## src/hdl/tsrb_map.svh

```systemverilog
// register map constants for the temperature sensor register bank
// assumes a serial protocol engine outside hands over decoded byte events
`ifndef TSRB_MAP_SVH
`define TSRB_MAP_SVH
`define TSRB_SEL_TEMP      2'h0
`define TSRB_SEL_CFG       2'h1
`define TSRB_SEL_LOW       2'h2
`define TSRB_SEL_HIGH      2'h3
`define TSRB_PTR_RST       8'h00
`define TSRB_TEMP_RST      16'h0000
`define TSRB_CFG_RST       16'h00FF
`define TSRB_LOW_RST       16'h4B00
`define TSRB_HIGH_RST      16'h5000
`define TSRB_CFG_LOW_BYTE  8'hFF
`define TSRB_RES_NIBBLE    4'h0
`define TSRB_OS_BIT        15
`define TSRB_POL_BIT       10
`define TSRB_TM_BIT        9
`define TSRB_SD_BIT        8
`define TSRB_RATE_HI       14
`define TSRB_RATE_LO       13
`define TSRB_FQ_HI         12
`define TSRB_FQ_LO         11
`endif

```

## src/hdl/tsrb_pkg.sv

```systemverilog
// types shared by the temperature sensor register bank
// assumes tsrb_map.svh supplies the register map constants; the write state encodings are set here
package tsrb_pkg;
  typedef struct packed {
    logic       os;
    logic [1:0] rate;
    logic [1:0] fq;
    logic       alert_polarity;
    logic       tm;
    logic       sd;
  } tsrb_cfg_t;

  typedef enum logic [1:0] {
    TSRB_IDLE  = 2'b00,
    TSRB_BYTE2 = 2'b01
  } tsrb_wr_state_t;
endpackage

```

## src/hdl/tsrb_bank.sv

```systemverilog
// register bank of a digital temperature sensor
// assumes the serial engine delivers one-cycle byte strobes synchronous to clk_sys_i
`timescale 1ns/100ps
`include "tsrb_map.svh"
module tsrb_bank (
  input  wire logic        clk_sys_i,
  input  wire logic        rst_i,
  input  wire logic        ptr_wr_i,
  input  wire logic [7:0]  ptr_data_i,
  input  wire logic        byte_wr_i,
  input  wire logic [7:0]  byte_data_i,
  input  wire logic        xfer_end_i,
  input  wire logic        conv_done_i,
  input  wire logic [11:0] conv_result_i,
  output logic [15:0]      rd_data_o,
  output tsrb_pkg::tsrb_cfg_t cfg_o,
  output logic             oneshot_start_o,
  output logic             alert_clear_o,
  output logic             above_high_o,
  output logic             below_low_o,
  output logic             shutdown_o
);
  // ----------------------------------------------------------
  // state
  // ----------------------------------------------------------
  logic [7:0]  ptr_reg;
  logic [15:0] temp_reg;
  tsrb_pkg::tsrb_cfg_t cfg_reg;
  logic [11:0] low_reg;
  logic [11:0] high_reg;
  logic        oneshot_reg;
  logic        sd_prev_reg;
  tsrb_pkg::tsrb_wr_state_t wr_state_reg;
  logic        commit_word;
  logic        commit_upper;
  logic [15:0] wr_word;

  function automatic logic [15:0] read_mux(input logic [1:0] sel, input logic [15:0] t,
                                           input tsrb_pkg::tsrb_cfg_t c,
                                           input logic [11:0] lo, input logic [11:0] hi);
    case (sel)
      `TSRB_SEL_TEMP: read_mux = t;
      `TSRB_SEL_CFG:  read_mux = {1'b0, c.rate, c.fq, c.alert_polarity, c.tm, c.sd, `TSRB_CFG_LOW_BYTE};
      `TSRB_SEL_LOW:  read_mux = {lo, `TSRB_RES_NIBBLE};
      `TSRB_SEL_HIGH: read_mux = {hi, `TSRB_RES_NIBBLE};
      default:        read_mux = `TSRB_TEMP_RST;
    endcase
  endfunction

  // ----------------------------------------------------------
  // pointer
  // ----------------------------------------------------------
  always_ff @(posedge clk_sys_i or posedge rst_i) begin
    if (rst_i) begin
      ptr_reg <= `TSRB_PTR_RST;
    end else if (ptr_wr_i) begin
      ptr_reg <= ptr_data_i;
    end
  end

  // ----------------------------------------------------------
  // byte pairing, msb first
  // ----------------------------------------------------------
  always_ff @(posedge clk_sys_i or posedge rst_i) begin
    if (rst_i) begin
      wr_state_reg <= tsrb_pkg::TSRB_IDLE;
    end else begin
      case (wr_state_reg)
        tsrb_pkg::TSRB_IDLE: begin
          if (ptr_wr_i) begin
            wr_state_reg <= tsrb_pkg::TSRB_BYTE2;
          end
        end
        tsrb_pkg::TSRB_BYTE2: begin
          if (xfer_end_i) begin
            wr_state_reg <= tsrb_pkg::TSRB_IDLE;
          end
        end
        default: wr_state_reg <= tsrb_pkg::TSRB_IDLE;
      endcase
    end
  end

  // a counter of bytes is cleaner than a zero test of the held byte
  logic [1:0] byte_cnt_reg;
  always_ff @(posedge clk_sys_i or posedge rst_i) begin
    if (rst_i) begin
      byte_cnt_reg <= 2'h0;
    end else if (xfer_end_i || ptr_wr_i) begin
      byte_cnt_reg <= 2'h0;
    end else if (byte_wr_i && wr_state_reg == tsrb_pkg::TSRB_BYTE2 && byte_cnt_reg != 2'h2) begin
      byte_cnt_reg <= byte_cnt_reg + 2'h1;
    end
  end

  logic [7:0] upper_reg;
  always_ff @(posedge clk_sys_i or posedge rst_i) begin
    if (rst_i) begin
      upper_reg <= 8'h00;
    end else if (byte_wr_i && byte_cnt_reg == 2'h0) begin
      upper_reg <= byte_data_i;
    end
  end

  // second byte completes the word; an end after one byte commits upper only
  assign commit_word  = byte_wr_i && byte_cnt_reg == 2'h1 && wr_state_reg == tsrb_pkg::TSRB_BYTE2;
  assign commit_upper = xfer_end_i && byte_cnt_reg == 2'h1;
  assign wr_word      = {upper_reg, byte_data_i};

  // ----------------------------------------------------------
  // configuration and limits
  // ----------------------------------------------------------
  always_ff @(posedge clk_sys_i or posedge rst_i) begin
    if (rst_i) begin
      cfg_reg  <= tsrb_pkg::tsrb_cfg_t'(8'(`TSRB_CFG_RST >> 8));
      low_reg  <= 12'(`TSRB_LOW_RST >> 4);
      high_reg <= 12'(`TSRB_HIGH_RST >> 4);
    end else if (commit_word || commit_upper) begin
      case (ptr_reg[1:0])
        `TSRB_SEL_CFG: begin
          cfg_reg.rate <= upper_reg[`TSRB_RATE_HI-8:`TSRB_RATE_LO-8];
          cfg_reg.fq   <= upper_reg[`TSRB_FQ_HI-8:`TSRB_FQ_LO-8];
          cfg_reg.alert_polarity  <= upper_reg[`TSRB_POL_BIT-8];
          cfg_reg.tm   <= upper_reg[`TSRB_TM_BIT-8];
          cfg_reg.sd   <= upper_reg[`TSRB_SD_BIT-8];
          cfg_reg.os   <= 1'b0;
        end
        `TSRB_SEL_LOW: begin
          if (commit_word) low_reg <= wr_word[15:4];
          else low_reg[11:4] <= upper_reg;
        end
        `TSRB_SEL_HIGH: begin
          if (commit_word) high_reg <= wr_word[15:4];
          else high_reg[11:4] <= upper_reg;
        end
        default: cfg_reg.os <= 1'b0;
      endcase
    end
  end

  // ----------------------------------------------------------
  // one-shot and shutdown edge
  // ----------------------------------------------------------
  always_ff @(posedge clk_sys_i or posedge rst_i) begin
    if (rst_i) begin
      oneshot_reg <= 1'b0;
    end else if ((commit_word || commit_upper) && ptr_reg[1:0] == `TSRB_SEL_CFG
                 && upper_reg[`TSRB_OS_BIT-8] && cfg_reg.sd) begin
      oneshot_reg <= 1'b1;
    end else if (conv_done_i) begin
      oneshot_reg <= 1'b0;
    end
  end

  always_ff @(posedge clk_sys_i or posedge rst_i) begin
    if (rst_i) begin
      sd_prev_reg <= 1'b0;
    end else begin
      sd_prev_reg <= cfg_reg.sd;
    end
  end

  // ----------------------------------------------------------
  // temperature result and comparisons
  // ----------------------------------------------------------
  always_ff @(posedge clk_sys_i or posedge rst_i) begin
    if (rst_i) begin
      temp_reg <= `TSRB_TEMP_RST;
    end else if (conv_done_i && (!cfg_reg.sd || oneshot_reg)) begin
      temp_reg <= {conv_result_i, `TSRB_RES_NIBBLE};
    end
  end

  always_ff @(posedge clk_sys_i or posedge rst_i) begin
    if (rst_i) begin
      rd_data_o       <= `TSRB_TEMP_RST;
      cfg_o           <= tsrb_pkg::tsrb_cfg_t'(8'(`TSRB_CFG_RST >> 8));
      oneshot_start_o <= 1'b0;
      alert_clear_o   <= 1'b0;
      above_high_o    <= 1'b0;
      below_low_o     <= 1'b0;
      shutdown_o      <= 1'b0;
    end else begin
      rd_data_o       <= read_mux(ptr_reg[1:0], temp_reg, cfg_reg, low_reg, high_reg);
      cfg_o           <= cfg_reg;
      oneshot_start_o <= oneshot_reg;
      alert_clear_o   <= cfg_reg.sd && !sd_prev_reg;
      // signed compare keeps negative temperatures ordered correctly
      above_high_o    <= $signed(temp_reg[15:4]) >= $signed(high_reg);
      below_low_o     <= $signed(temp_reg[15:4]) <  $signed(low_reg);
      shutdown_o      <= cfg_reg.sd && !oneshot_reg;
    end
  end

  // ----------------------------------------------------------
  // checks
  // ----------------------------------------------------------
  property p_ptr_load;
    @(posedge clk_sys_i) disable iff (rst_i) ptr_wr_i |=> ptr_reg == $past(ptr_data_i);
  endproperty
  a_ptr_load: assert property (p_ptr_load) else $error("pointer not loaded");

  property p_cfg_read;
    @(posedge clk_sys_i) disable iff (rst_i)
      ptr_reg[1:0] == `TSRB_SEL_CFG && !ptr_wr_i |=> rd_data_o[7:0] == `TSRB_CFG_LOW_BYTE && !rd_data_o[15];
  endproperty
  a_cfg_read: assert property (p_cfg_read) else $error("config read wrong");

  property p_temp_nibble;
    @(posedge clk_sys_i) disable iff (rst_i) temp_reg[3:0] == `TSRB_RES_NIBBLE;
  endproperty
  a_temp_nibble: assert property (p_temp_nibble) else $error("reserved nibble set");

  property p_conv;
    @(posedge clk_sys_i) disable iff (rst_i)
      conv_done_i && !cfg_reg.sd |=> temp_reg[15:4] == $past(conv_result_i);
  endproperty
  a_conv: assert property (p_conv) else $error("result not stored");

  property p_sd_edge;
    @(posedge clk_sys_i) disable iff (rst_i) $rose(cfg_reg.sd) |=> alert_clear_o ##1 !alert_clear_o;
  endproperty
  a_sd_edge: assert property (p_sd_edge) else $error("clear pulse wrong");

  property p_oneshot_end;
    @(posedge clk_sys_i) disable iff (rst_i) oneshot_reg && conv_done_i |=> !oneshot_reg;
  endproperty
  a_oneshot_end: assert property (p_oneshot_end) else $error("one-shot stuck");

  property p_upper_only;
    @(posedge clk_sys_i) disable iff (rst_i)
      commit_upper && ptr_reg[1:0] == `TSRB_SEL_HIGH |=> high_reg[3:0] == $past(high_reg[3:0]);
  endproperty
  a_upper_only: assert property (p_upper_only) else $error("lower byte touched");

  property p_cmp;
    @(posedge clk_sys_i) disable iff (rst_i)
      $signed(temp_reg[15:4]) < $signed(low_reg) |=> below_low_o;
  endproperty
  a_cmp: assert property (p_cmp) else $error("low compare wrong");

  property p_rd_temp;
    @(posedge clk_sys_i) disable iff (rst_i)
      ptr_reg[1:0] == `TSRB_SEL_TEMP |=> rd_data_o == $past(temp_reg);
  endproperty
  a_rd_temp: assert property (p_rd_temp) else $error("temperature read wrong");

  property p_rd_low;
    @(posedge clk_sys_i) disable iff (rst_i)
      ptr_reg[1:0] == `TSRB_SEL_LOW |=> rd_data_o == {$past(low_reg), `TSRB_RES_NIBBLE};
  endproperty
  a_rd_low: assert property (p_rd_low) else $error("low limit read wrong");

  property p_rd_high;
    @(posedge clk_sys_i) disable iff (rst_i)
      ptr_reg[1:0] == `TSRB_SEL_HIGH |=> rd_data_o == {$past(high_reg), `TSRB_RES_NIBBLE};
  endproperty
  a_rd_high: assert property (p_rd_high) else $error("high limit read wrong");

  property p_rd_cfg;
    @(posedge clk_sys_i) disable iff (rst_i)
      ptr_reg[1:0] == `TSRB_SEL_CFG |=> rd_data_o[`TSRB_RATE_HI:`TSRB_SD_BIT]
        == $past({cfg_reg.rate, cfg_reg.fq, cfg_reg.alert_polarity, cfg_reg.tm, cfg_reg.sd});
  endproperty
  a_rd_cfg: assert property (p_rd_cfg) else $error("config fields read wrong");

  property p_ptr_hold;
    @(posedge clk_sys_i) disable iff (rst_i) !ptr_wr_i |=> $stable(ptr_reg);
  endproperty
  a_ptr_hold: assert property (p_ptr_hold) else $error("pointer moved");

  property p_temp_ro;
    @(posedge clk_sys_i) disable iff (rst_i) !conv_done_i |=> $stable(temp_reg);
  endproperty
  a_temp_ro: assert property (p_temp_ro) else $error("temperature written");

  property p_os_zero;
    @(posedge clk_sys_i) disable iff (rst_i) !cfg_reg.os;
  endproperty
  a_os_zero: assert property (p_os_zero) else $error("one-shot bit stored");

  property p_cfg_write;
    @(posedge clk_sys_i) disable iff (rst_i)
      (commit_word || commit_upper) && ptr_reg[1:0] == `TSRB_SEL_CFG
        |=> {cfg_reg.rate, cfg_reg.fq, cfg_reg.alert_polarity, cfg_reg.tm, cfg_reg.sd}
            == $past(upper_reg[`TSRB_RATE_HI-8:`TSRB_SD_BIT-8]);
  endproperty
  a_cfg_write: assert property (p_cfg_write) else $error("config not stored");

  property p_low_word;
    @(posedge clk_sys_i) disable iff (rst_i)
      commit_word && ptr_reg[1:0] == `TSRB_SEL_LOW |=> low_reg == $past(wr_word[15:4]);
  endproperty
  a_low_word: assert property (p_low_word) else $error("low limit not stored");

  property p_high_word;
    @(posedge clk_sys_i) disable iff (rst_i)
      commit_word && ptr_reg[1:0] == `TSRB_SEL_HIGH |=> high_reg == $past(wr_word[15:4]);
  endproperty
  a_high_word: assert property (p_high_word) else $error("high limit not stored");

  property p_clear_needs_sd;
    @(posedge clk_sys_i) disable iff (rst_i) alert_clear_o |-> $past(cfg_reg.sd);
  endproperty
  a_clear_needs_sd: assert property (p_clear_needs_sd) else $error("clear without shutdown");

  property p_shutdown_out;
    @(posedge clk_sys_i) disable iff (rst_i)
      cfg_reg.sd && !oneshot_reg |=> shutdown_o;
  endproperty
  a_shutdown_out: assert property (p_shutdown_out) else $error("shutdown level wrong");

  property p_above;
    @(posedge clk_sys_i) disable iff (rst_i)
      $signed(temp_reg[15:4]) >= $signed(high_reg) |=> above_high_o;
  endproperty
  a_above: assert property (p_above) else $error("high compare wrong");

  property p_oneshot_store;
    @(posedge clk_sys_i) disable iff (rst_i)
      conv_done_i && oneshot_reg |=> temp_reg == {$past(conv_result_i), `TSRB_RES_NIBBLE};
  endproperty
  a_oneshot_store: assert property (p_oneshot_store) else $error("one-shot result lost");

  property p_byte_cap;
    @(posedge clk_sys_i) disable iff (rst_i) byte_cnt_reg != 2'h3;
  endproperty
  a_byte_cap: assert property (p_byte_cap) else $error("byte count overran");

  property p_oneshot_set;
    @(posedge clk_sys_i) disable iff (rst_i)
      (commit_word || commit_upper) && ptr_reg[1:0] == `TSRB_SEL_CFG
        && upper_reg[`TSRB_OS_BIT-8] && cfg_reg.sd |=> oneshot_reg;
  endproperty
  a_oneshot_set: assert property (p_oneshot_set) else $error("one-shot not started");

  c_oneshot: cover property (@(posedge clk_sys_i) disable iff (rst_i) $rose(oneshot_reg));
  c_sd_conv: cover property (@(posedge clk_sys_i) disable iff (rst_i) conv_done_i && oneshot_reg);
  c_sd_rise: cover property (@(posedge clk_sys_i) disable iff (rst_i) $rose(cfg_reg.sd));
  c_word:    cover property (@(posedge clk_sys_i) disable iff (rst_i) commit_word);
  c_upper:   cover property (@(posedge clk_sys_i) disable iff (rst_i) commit_upper);
endmodule

```

## config.mk

```make
export PLATFORM = sky130hd
export DESIGN_NAME = tsrb_bank
export DESIGN_NICKNAME = d
export VERILOG_FILES = /design/src/hdl/tsrb_pkg.sv /design/src/hdl/tsrb_bank.sv
export VERILOG_INCLUDE_DIRS = /design/src /design/src/hdl
export SDC_FILE = /design/constraint.sdc
export NUM_CORES = 1
export LEC_CHECK = 0
export BUFFER_PORTS_ARGS = -buffer_cell sky130_fd_sc_hd__buf_2
export CAP_MARGIN = 20
export CELL_PAD_IN_SITES_DETAIL_PLACEMENT = 1
export CELL_PAD_IN_SITES_GLOBAL_PLACEMENT = 1
export CORE_MARGIN = 2
export CORE_UTILIZATION = 45
export DETAILED_ROUTE_END_ITERATION = 8
export GPL_ROUTABILITY_DRIVEN = 0
export MAX_ROUTING_LAYER = met4
export PLACE_DENSITY = 0.77
export SLEW_MARGIN = 40
export SYNTH_ARGS = -nofsm -noshare
export SYNTH_HDL_FRONTEND = slang
export SYNTH_SLANG_ARGS = --single-unit
```

## constraint.sdc

```tcl
create_clock -name clk_sys_i -period 2.67 [get_ports clk_sys_i]
set_input_delay 0.4005 -clock clk_sys_i [delete_from_list [all_inputs] [get_ports clk_sys_i]]
set_output_delay 0.4005 -clock clk_sys_i [all_outputs]
set_load 0.01 [all_outputs]
```

==> metrics, run 1 <==
final period demand of the worst path 1.91 ns; pwr dens 1020 nW/um2; required arrival time at the worst endpoint 2.91 ns; # Post-CTS Setup Buffers 0; number of flip-flops in the largest register 13; worst setup skew after layout 0.00804 ns; critical-path maximum fanout 4; largest area contributor in the synthesized netlist dfrtp_1; clock-pin slew reported for the worst setup and hold paths after clock tree synthesis 0.09 ns; hold violation total from the final report 0; wire length of the first global-routing pass 14100 um; Sum Neg Setup Slack 0 ns; dominant synthesized flop cell dfrtp_1; average vias per placed instance 5.27; Avg WL per Cell 18.3 um; n_diodes 0; Tightest Hold Check Type in -> async; Layout Area Growth over Synthesis 15.3%; Die W 95.4 um; Final nets 424; Routed Antenna Nets 0; internal power of the cells 0.00289 W; worst skew pair latency 0.37 ns; arrival time of the worst setup path 2.16 ns; filler cell count 884; status complete, no violations; router iterations before antenna repair 4; net count after synthesis 365; TritonCTS clock tree yes; number of H-tree branching levels 3; Max Clock Freq 523 MHz; power spent charging and discharging nets 0.00153 W; element type at the critical path end flop; Inserted Clock Buffers 9; hold buffers post-CTS 0; most common library cells after synthesis dfrtp_1 (76), nand2_1 (29), inv_1 (28); GRT Overall Usage 0.218; share of the cycle needed by the critical path after routing 0.716; number of violations reported at the end of detailed-routing iteration 0 94; Warnings, synthesis 0; share of cells above drive strength 1 0.350; sequential cell area fraction in the yosys report 0.548; total detailed-routing wirelength 8680 um; setup repair after global routing missed its margin no; # DRC 0; quantity of gates resized following cts 0; finished layout cell area 4340 um2; cell area after technology mapping 3760 um2; Die Area 9100 um2; number of sinks handled by clock tree synthesis 82; Netlist cell types 40; number of antenna violations at the first check in global routing 0; worst ir drop on vdd 0.338 mV; post-place instance area 4130 um2; transition time at the pin with the least slew margin 0.652 ns; mean post-synth cell area 12.3 um2; fraction of power consumed by combinational cells 0.344; clock group share of total power 0.212; total of flip-flops plus latches after synthesis 82; startpoint types flop; largest register by flop count rd_data_o; Top Ports 63; leakage power figure 2.08 nW; PortBufs 55; top cells by area, synth dfrtp_1 (51%), ha_1 (8.7%), mux2_2 (7.2%); total congestion overflow after global routing 0; die boundary height 95.4 um; number of flops mapped to enable cells by yosys 0; gate count of the mapped netlist 305; share of power burned in registers 0.444; area of the core region 8180 um2; pin count of the biggest net entering global routing 51; max-slew violation count 0; DP HPWL 6280 um; clock tree root buffer cell clkbuf_8; net switching fraction of the power 0.347; count leader, synth dfrtp_1; num rows 33; Total Power Consumption 0.00442 W; Worst Path Class, Setup reg -> reg; worst slew margin relative to its limit 0.565; via count of the first global-routing pass 2741; proportion of netlist area held by the largest area contributor 0.506; setup-violating endpoint count in the final report 0; Via Count 2497; Max-cap violations 0; proportion of register bits with asynchronous set or reset after synthesis 1.00; Initial Util 0.460; maximum number of buffers from clock root to sink 2
==> power groups by stage <==
stage	Clock, W	Combinational (W)	Sequential [W]
finish	0.000938	0.00152	0.00196
global route	0.000998	0.00170	0.00203
CTS	0.000958	0.00154	0.00197
detailed placement	0	0.00152	0.00199
global placement	0	0.00142	0.00196
floorplan	0	0.00100	0.00196
==> worst paths after layout <==
check / startpoint / to / slack [ns] / depth (start not counted)
worst max register to register: temp_reg[6] / above_high_o / 0.76 / 5
max in group asynchronous: rst_i / high_reg[10] / 1.88 / 3
worst min register to register: cfg_reg[6] / cfg_o[6] / 0.42 / 0
worst max-delay path: temp_reg[6] / above_high_o / 0.76 / 5
min in group clk_sys_i: conv_done_i / oneshot_reg / 0.22 / 2
worst min-delay path: rst_i / oneshot_start_o / 0.07 / 2
==> per-stage QoR <==
stage	std cells	utilization	hold WS, ns	setup WS (ns)
floorplan	305	-	0.369	0.171
global placement	458	0.506	0.390	0.817
detailed placement	458	0.506	0.400	0.785
CTS	474	0.530	0.0836	0.772
global route	474	0.530	0.113	0.704
finish	474	0.530	0.0702	0.759
==> cell type report <==
class                           count  area (um2)  area share
Clock buffer                       10         138      0.0317
Clock inverter                      6        65.1      0.0150
Inverter                           28         106      0.0245
Multi-Input combinational cell    182        1500       0.347
Sequential cell                    82        2060       0.475
Tap cell                          105         131      0.0303
Timing Repair Buffer               61         333      0.0768
==> layout by cell type (no fill, tap or decap), types with 2 or more instances in the layout <==
master	count
a21o_1	4
a21oi_1	9
a21oi_2	2
buf_2	55
buf_4	5
clkbuf_8	10
clkinv_2	3
dfrtp_1	76
dfstp_2	6
ha_1	26
inv_1	27
mux2_2	24
mux2_4	6
mux2i_1	3
mux4_2	7
nand2_1	29
nand2b_1	2
nand3_1	3
nand4_1	2
nor2_1	12
nor2_2	3
nor3_1	2
o21ai_0	26
o21ai_1	2
o22a_1	4
==> routing by layer <==
metal | part of all wire | vias to the layer above | track usage | routed length [um]
met2 | 0.50 | 61 | 0.347 | 4340
li1 | - | 1161 | - | -
met3 | 0.031 | 19 | 0.0324 | 266
met1 | 0.44 | 1256 | 0.275 | 3840
met4 | 0.027 | 0 | 0.107 | 235
met5 | 0 | - | - | 0
==> logic make-up after synthesis <==
logic type / Yosys count / share of synthesized area
flops: 82 / 0.548
simple gates: 59 / 0.0729
compound gates: 54 / 0.0882
mux: 41 / 0.149
buf+inv: 41 / 0.0526
fa+ha+maj: 26 / 0.0865
other cells: 1 / 0.000997
xor+xnor: 1 / 0.00233
==> worst max-delay path, stage by stage, from the launching register on <==
cell,delay (ns)
dfrtp_1,0.42
ha_1,0.33
a21o_1,0.19
a211o_1,0.30
a21oi_1,0.18
mux2_2,0.37
Note: power is estimated with default switching activity, not from simulation.
==> run 2: changes to the inputs <==
CORE_UTILIZATION = 40   (was 45)
PLACE_DENSITY = 0.73   (was 0.77)
clock period = 1.69 ns   (was 2.67 ns; I/O delays follow)
==> metrics, run 2 (synthesis gave the netlist of run 1 again) <==
worst setup skew after layout 0.0132 ns (+0.00519 ns); delay of the slowest cell on the worst path 0.41 ns (about the same); Max Clock Freq 557 MHz (+6.4%); wire length of the first global-routing pass 13800 um (-2.0%); critical-path maximum fanout 3 (-1); fraction of power consumed by combinational cells 0.382 (+0.038); most frequent cells in the layout dfrtp_1 (76), buf_2 (55), nand2_1 (29), o21ai_0 (26), inv_1 (25); Inserted Clock Buffers 9 (unchanged); # DRC 0 (unchanged); required arrival time at the worst endpoint 1.94 ns (-0.97 ns); TritonCTS clock tree yes; violated checks hold timing, setup timing; cells along the critical path ha_1 -> a21o_1 -> a211o_1 -> a21oi_2 -> mux2_2; power spent charging and discharging nets 0.00251 W (+63%); clock-pin slew reported for the worst setup and hold paths after clock tree synthesis 0.08 ns (about the same); element type at the critical path end flop; DP HPWL 6040 um (-3.8%); Via Count 2507 (+0.40%); number of violations reported at the end of detailed-routing iteration 0 63 (-33%); Worst Path Class, Setup reg -> reg; Total Power Consumption 0.00734 W (+66%); Max-cap violations 0 (unchanged); die boundary height 101 um (+5.8%); launch point of the worst path temp_reg[6]; Initial Util 0.409 (-0.0511); family with the most delay on the worst path compound AO/OA/AOI/OAI gates; average vias per placed instance 5.04 (-4.2%); worst-case setup margin in the final layout -0.106 ns (-0.865 ns); largest register by flop count rd_data_o; status finished with violations; tightest hold margin -0.000400 ns (-0.0706 ns); Critical path buffers and inverters 0 (unchanged); num rows 35 (+6.1%); hold buffers post-CTS 0 (unchanged); internal power of the cells 0.00484 W (+68%); Tightest Hold Check Type in -> async; share of cells above drive strength 1 0.404 (+0.0546); number of sinks handled by clock tree synthesis 82 (unchanged); Layout Area Growth over Synthesis 21.5%; n_diodes 0 (unchanged); Final nets 441 (+4.0%); total detailed-routing wirelength 8440 um (-2.9%); via count of the first global-routing pass 2661 (-2.9%); net switching fraction of the power 0.341 (-0.00589); share of power burned in registers 0.419 (-0.025); Final Instance Count excl. Fillers 497 (+4.9%); Die W 101 um (+5.8%); Avg WL per Cell 17.0 um (-7.4%); share of the cycle needed by the critical path after routing 1.06 (+0.347); maximum number of buffers from clock root to sink 2 (unchanged); number of antenna violations at the first check in global routing 0 (unchanged); pin count of the biggest net entering global routing 83 (+63%); total congestion overflow after global routing 0 (unchanged); pwr dens 1610 nW/um2 (+58%); number of flip-flops in the largest register 13 (unchanged); PortBufs 55 (unchanged); worst ir drop on vdd 0.585 mV (+73%); max-slew violation count 0 (unchanged); hold violation total from the final report 1 (+1); area of the core region 9200 um2 (+12%); router iterations before antenna repair 4 (unchanged); setup repair after global routing missed its margin yes; leakage power figure 2.17 nW (+4.2%); Die Area 10200 um2 (+12%); setup-violating endpoint count in the final report 2 (+2); Top Ports 63 (unchanged); placed cell count 478 (+4.4%); utilization after layout 0.497 (-0.0336); final period demand of the worst path 1.80 ns (-0.115 ns); critical path's slowest cell dfrtp_1; startpoint types flop; number of H-tree branching levels 3 (unchanged); Critical R2R Launch temp_reg[6]; arrival time of the worst setup path 2.04 ns (-0.12 ns); Routed Antenna Nets 0 (unchanged); most common cell after layout, fill and taps aside dfrtp_1; GRT Overall Usage 0.186 (-0.0322); worst skew pair latency 0.36 ns (about the same); clock group share of total power 0.200 (-0.012); clock tree root buffer cell clkbuf_8
[run 2: power by group through the flow]
stage	sequential (W)	combinational (W)	clock, W
floorplan	0.00309	0.00158	0
finish	0.00307	0.00280	0.00147
global placement	0.00305	0.00248	0
detailed placement	0.00310	0.00258	0
CTS	0.00307	0.00272	0.00151
global route	0.00316	0.00314	0.00159
[run 2: path summary, 6_finish.rpt]
check                                    end  slack (ns)  cells past startpoint
worst max-delay path            above_high_o       -0.11                      5
worst min-delay path                cfg_o[3]     -0.0004                      3
worst max register to register  above_high_o       -0.11                      5
worst min register to register      cfg_o[4]        0.41                      0
max in group asynchronous        high_reg[8]        1.31                      3
min in group clk_sys_i           oneshot_reg        0.09                      2
[run 2: cell type report]
cell class	instances	area, um2
clock buffer	11	141
inverter	28	109
timing repair buffer	78	493
fill	1004	4630
clock inverter	5	62.6
multi-input combinational	182	1560
tap	111	139
sequential	82	2060
[run 2: per-stage QoR]
step                      setup slack (ns)  setup TNS, ns  cell area [um2]
after floorplan                     0.0157              0             3760
after global placement             -0.0467        -0.0467             4270
after detailed placement           -0.0918         -0.181             4270
after CTS                          -0.0668         -0.128             4520
after global routing                -0.154         -0.273             4570
final                               -0.106         -0.134             4570
[run 2: worst register-to-register path: cells and delay by family, from the launching register on]
family / cells / cell delay (ns)
flops: 1 / 0.41
mux: 1 / 0.35
compound gates: 3 / 0.59
fa+ha+maj: 1 / 0.34
[run 2: repair_timing]
action / in CTS / in global routing
gates resized for setup: 5 / 8
pin swaps: 4 / 7
endpoints found under the setup margin: 2 / 2
endpoints found under the hold margin: 0 / 0
buffers inserted: 2 / 1
[run 2: per-layer routing]
| metal | routed length [um] | GRT usage | vias to the layer above | share of wire |
|---|---|---|---|---|
| met4 | 174 | 0.0759 | 0 | 0.021 |
| met3 | 246 | 0.0326 | 13 | 0.029 |
| met1 | 3810 | 0.235 | 1257 | 0.45 |
| li1 | - | - | 1195 | - |
| met5 | 0 | - | - | 0 |
| met2 | 4210 | 0.298 | 42 | 0.50 |
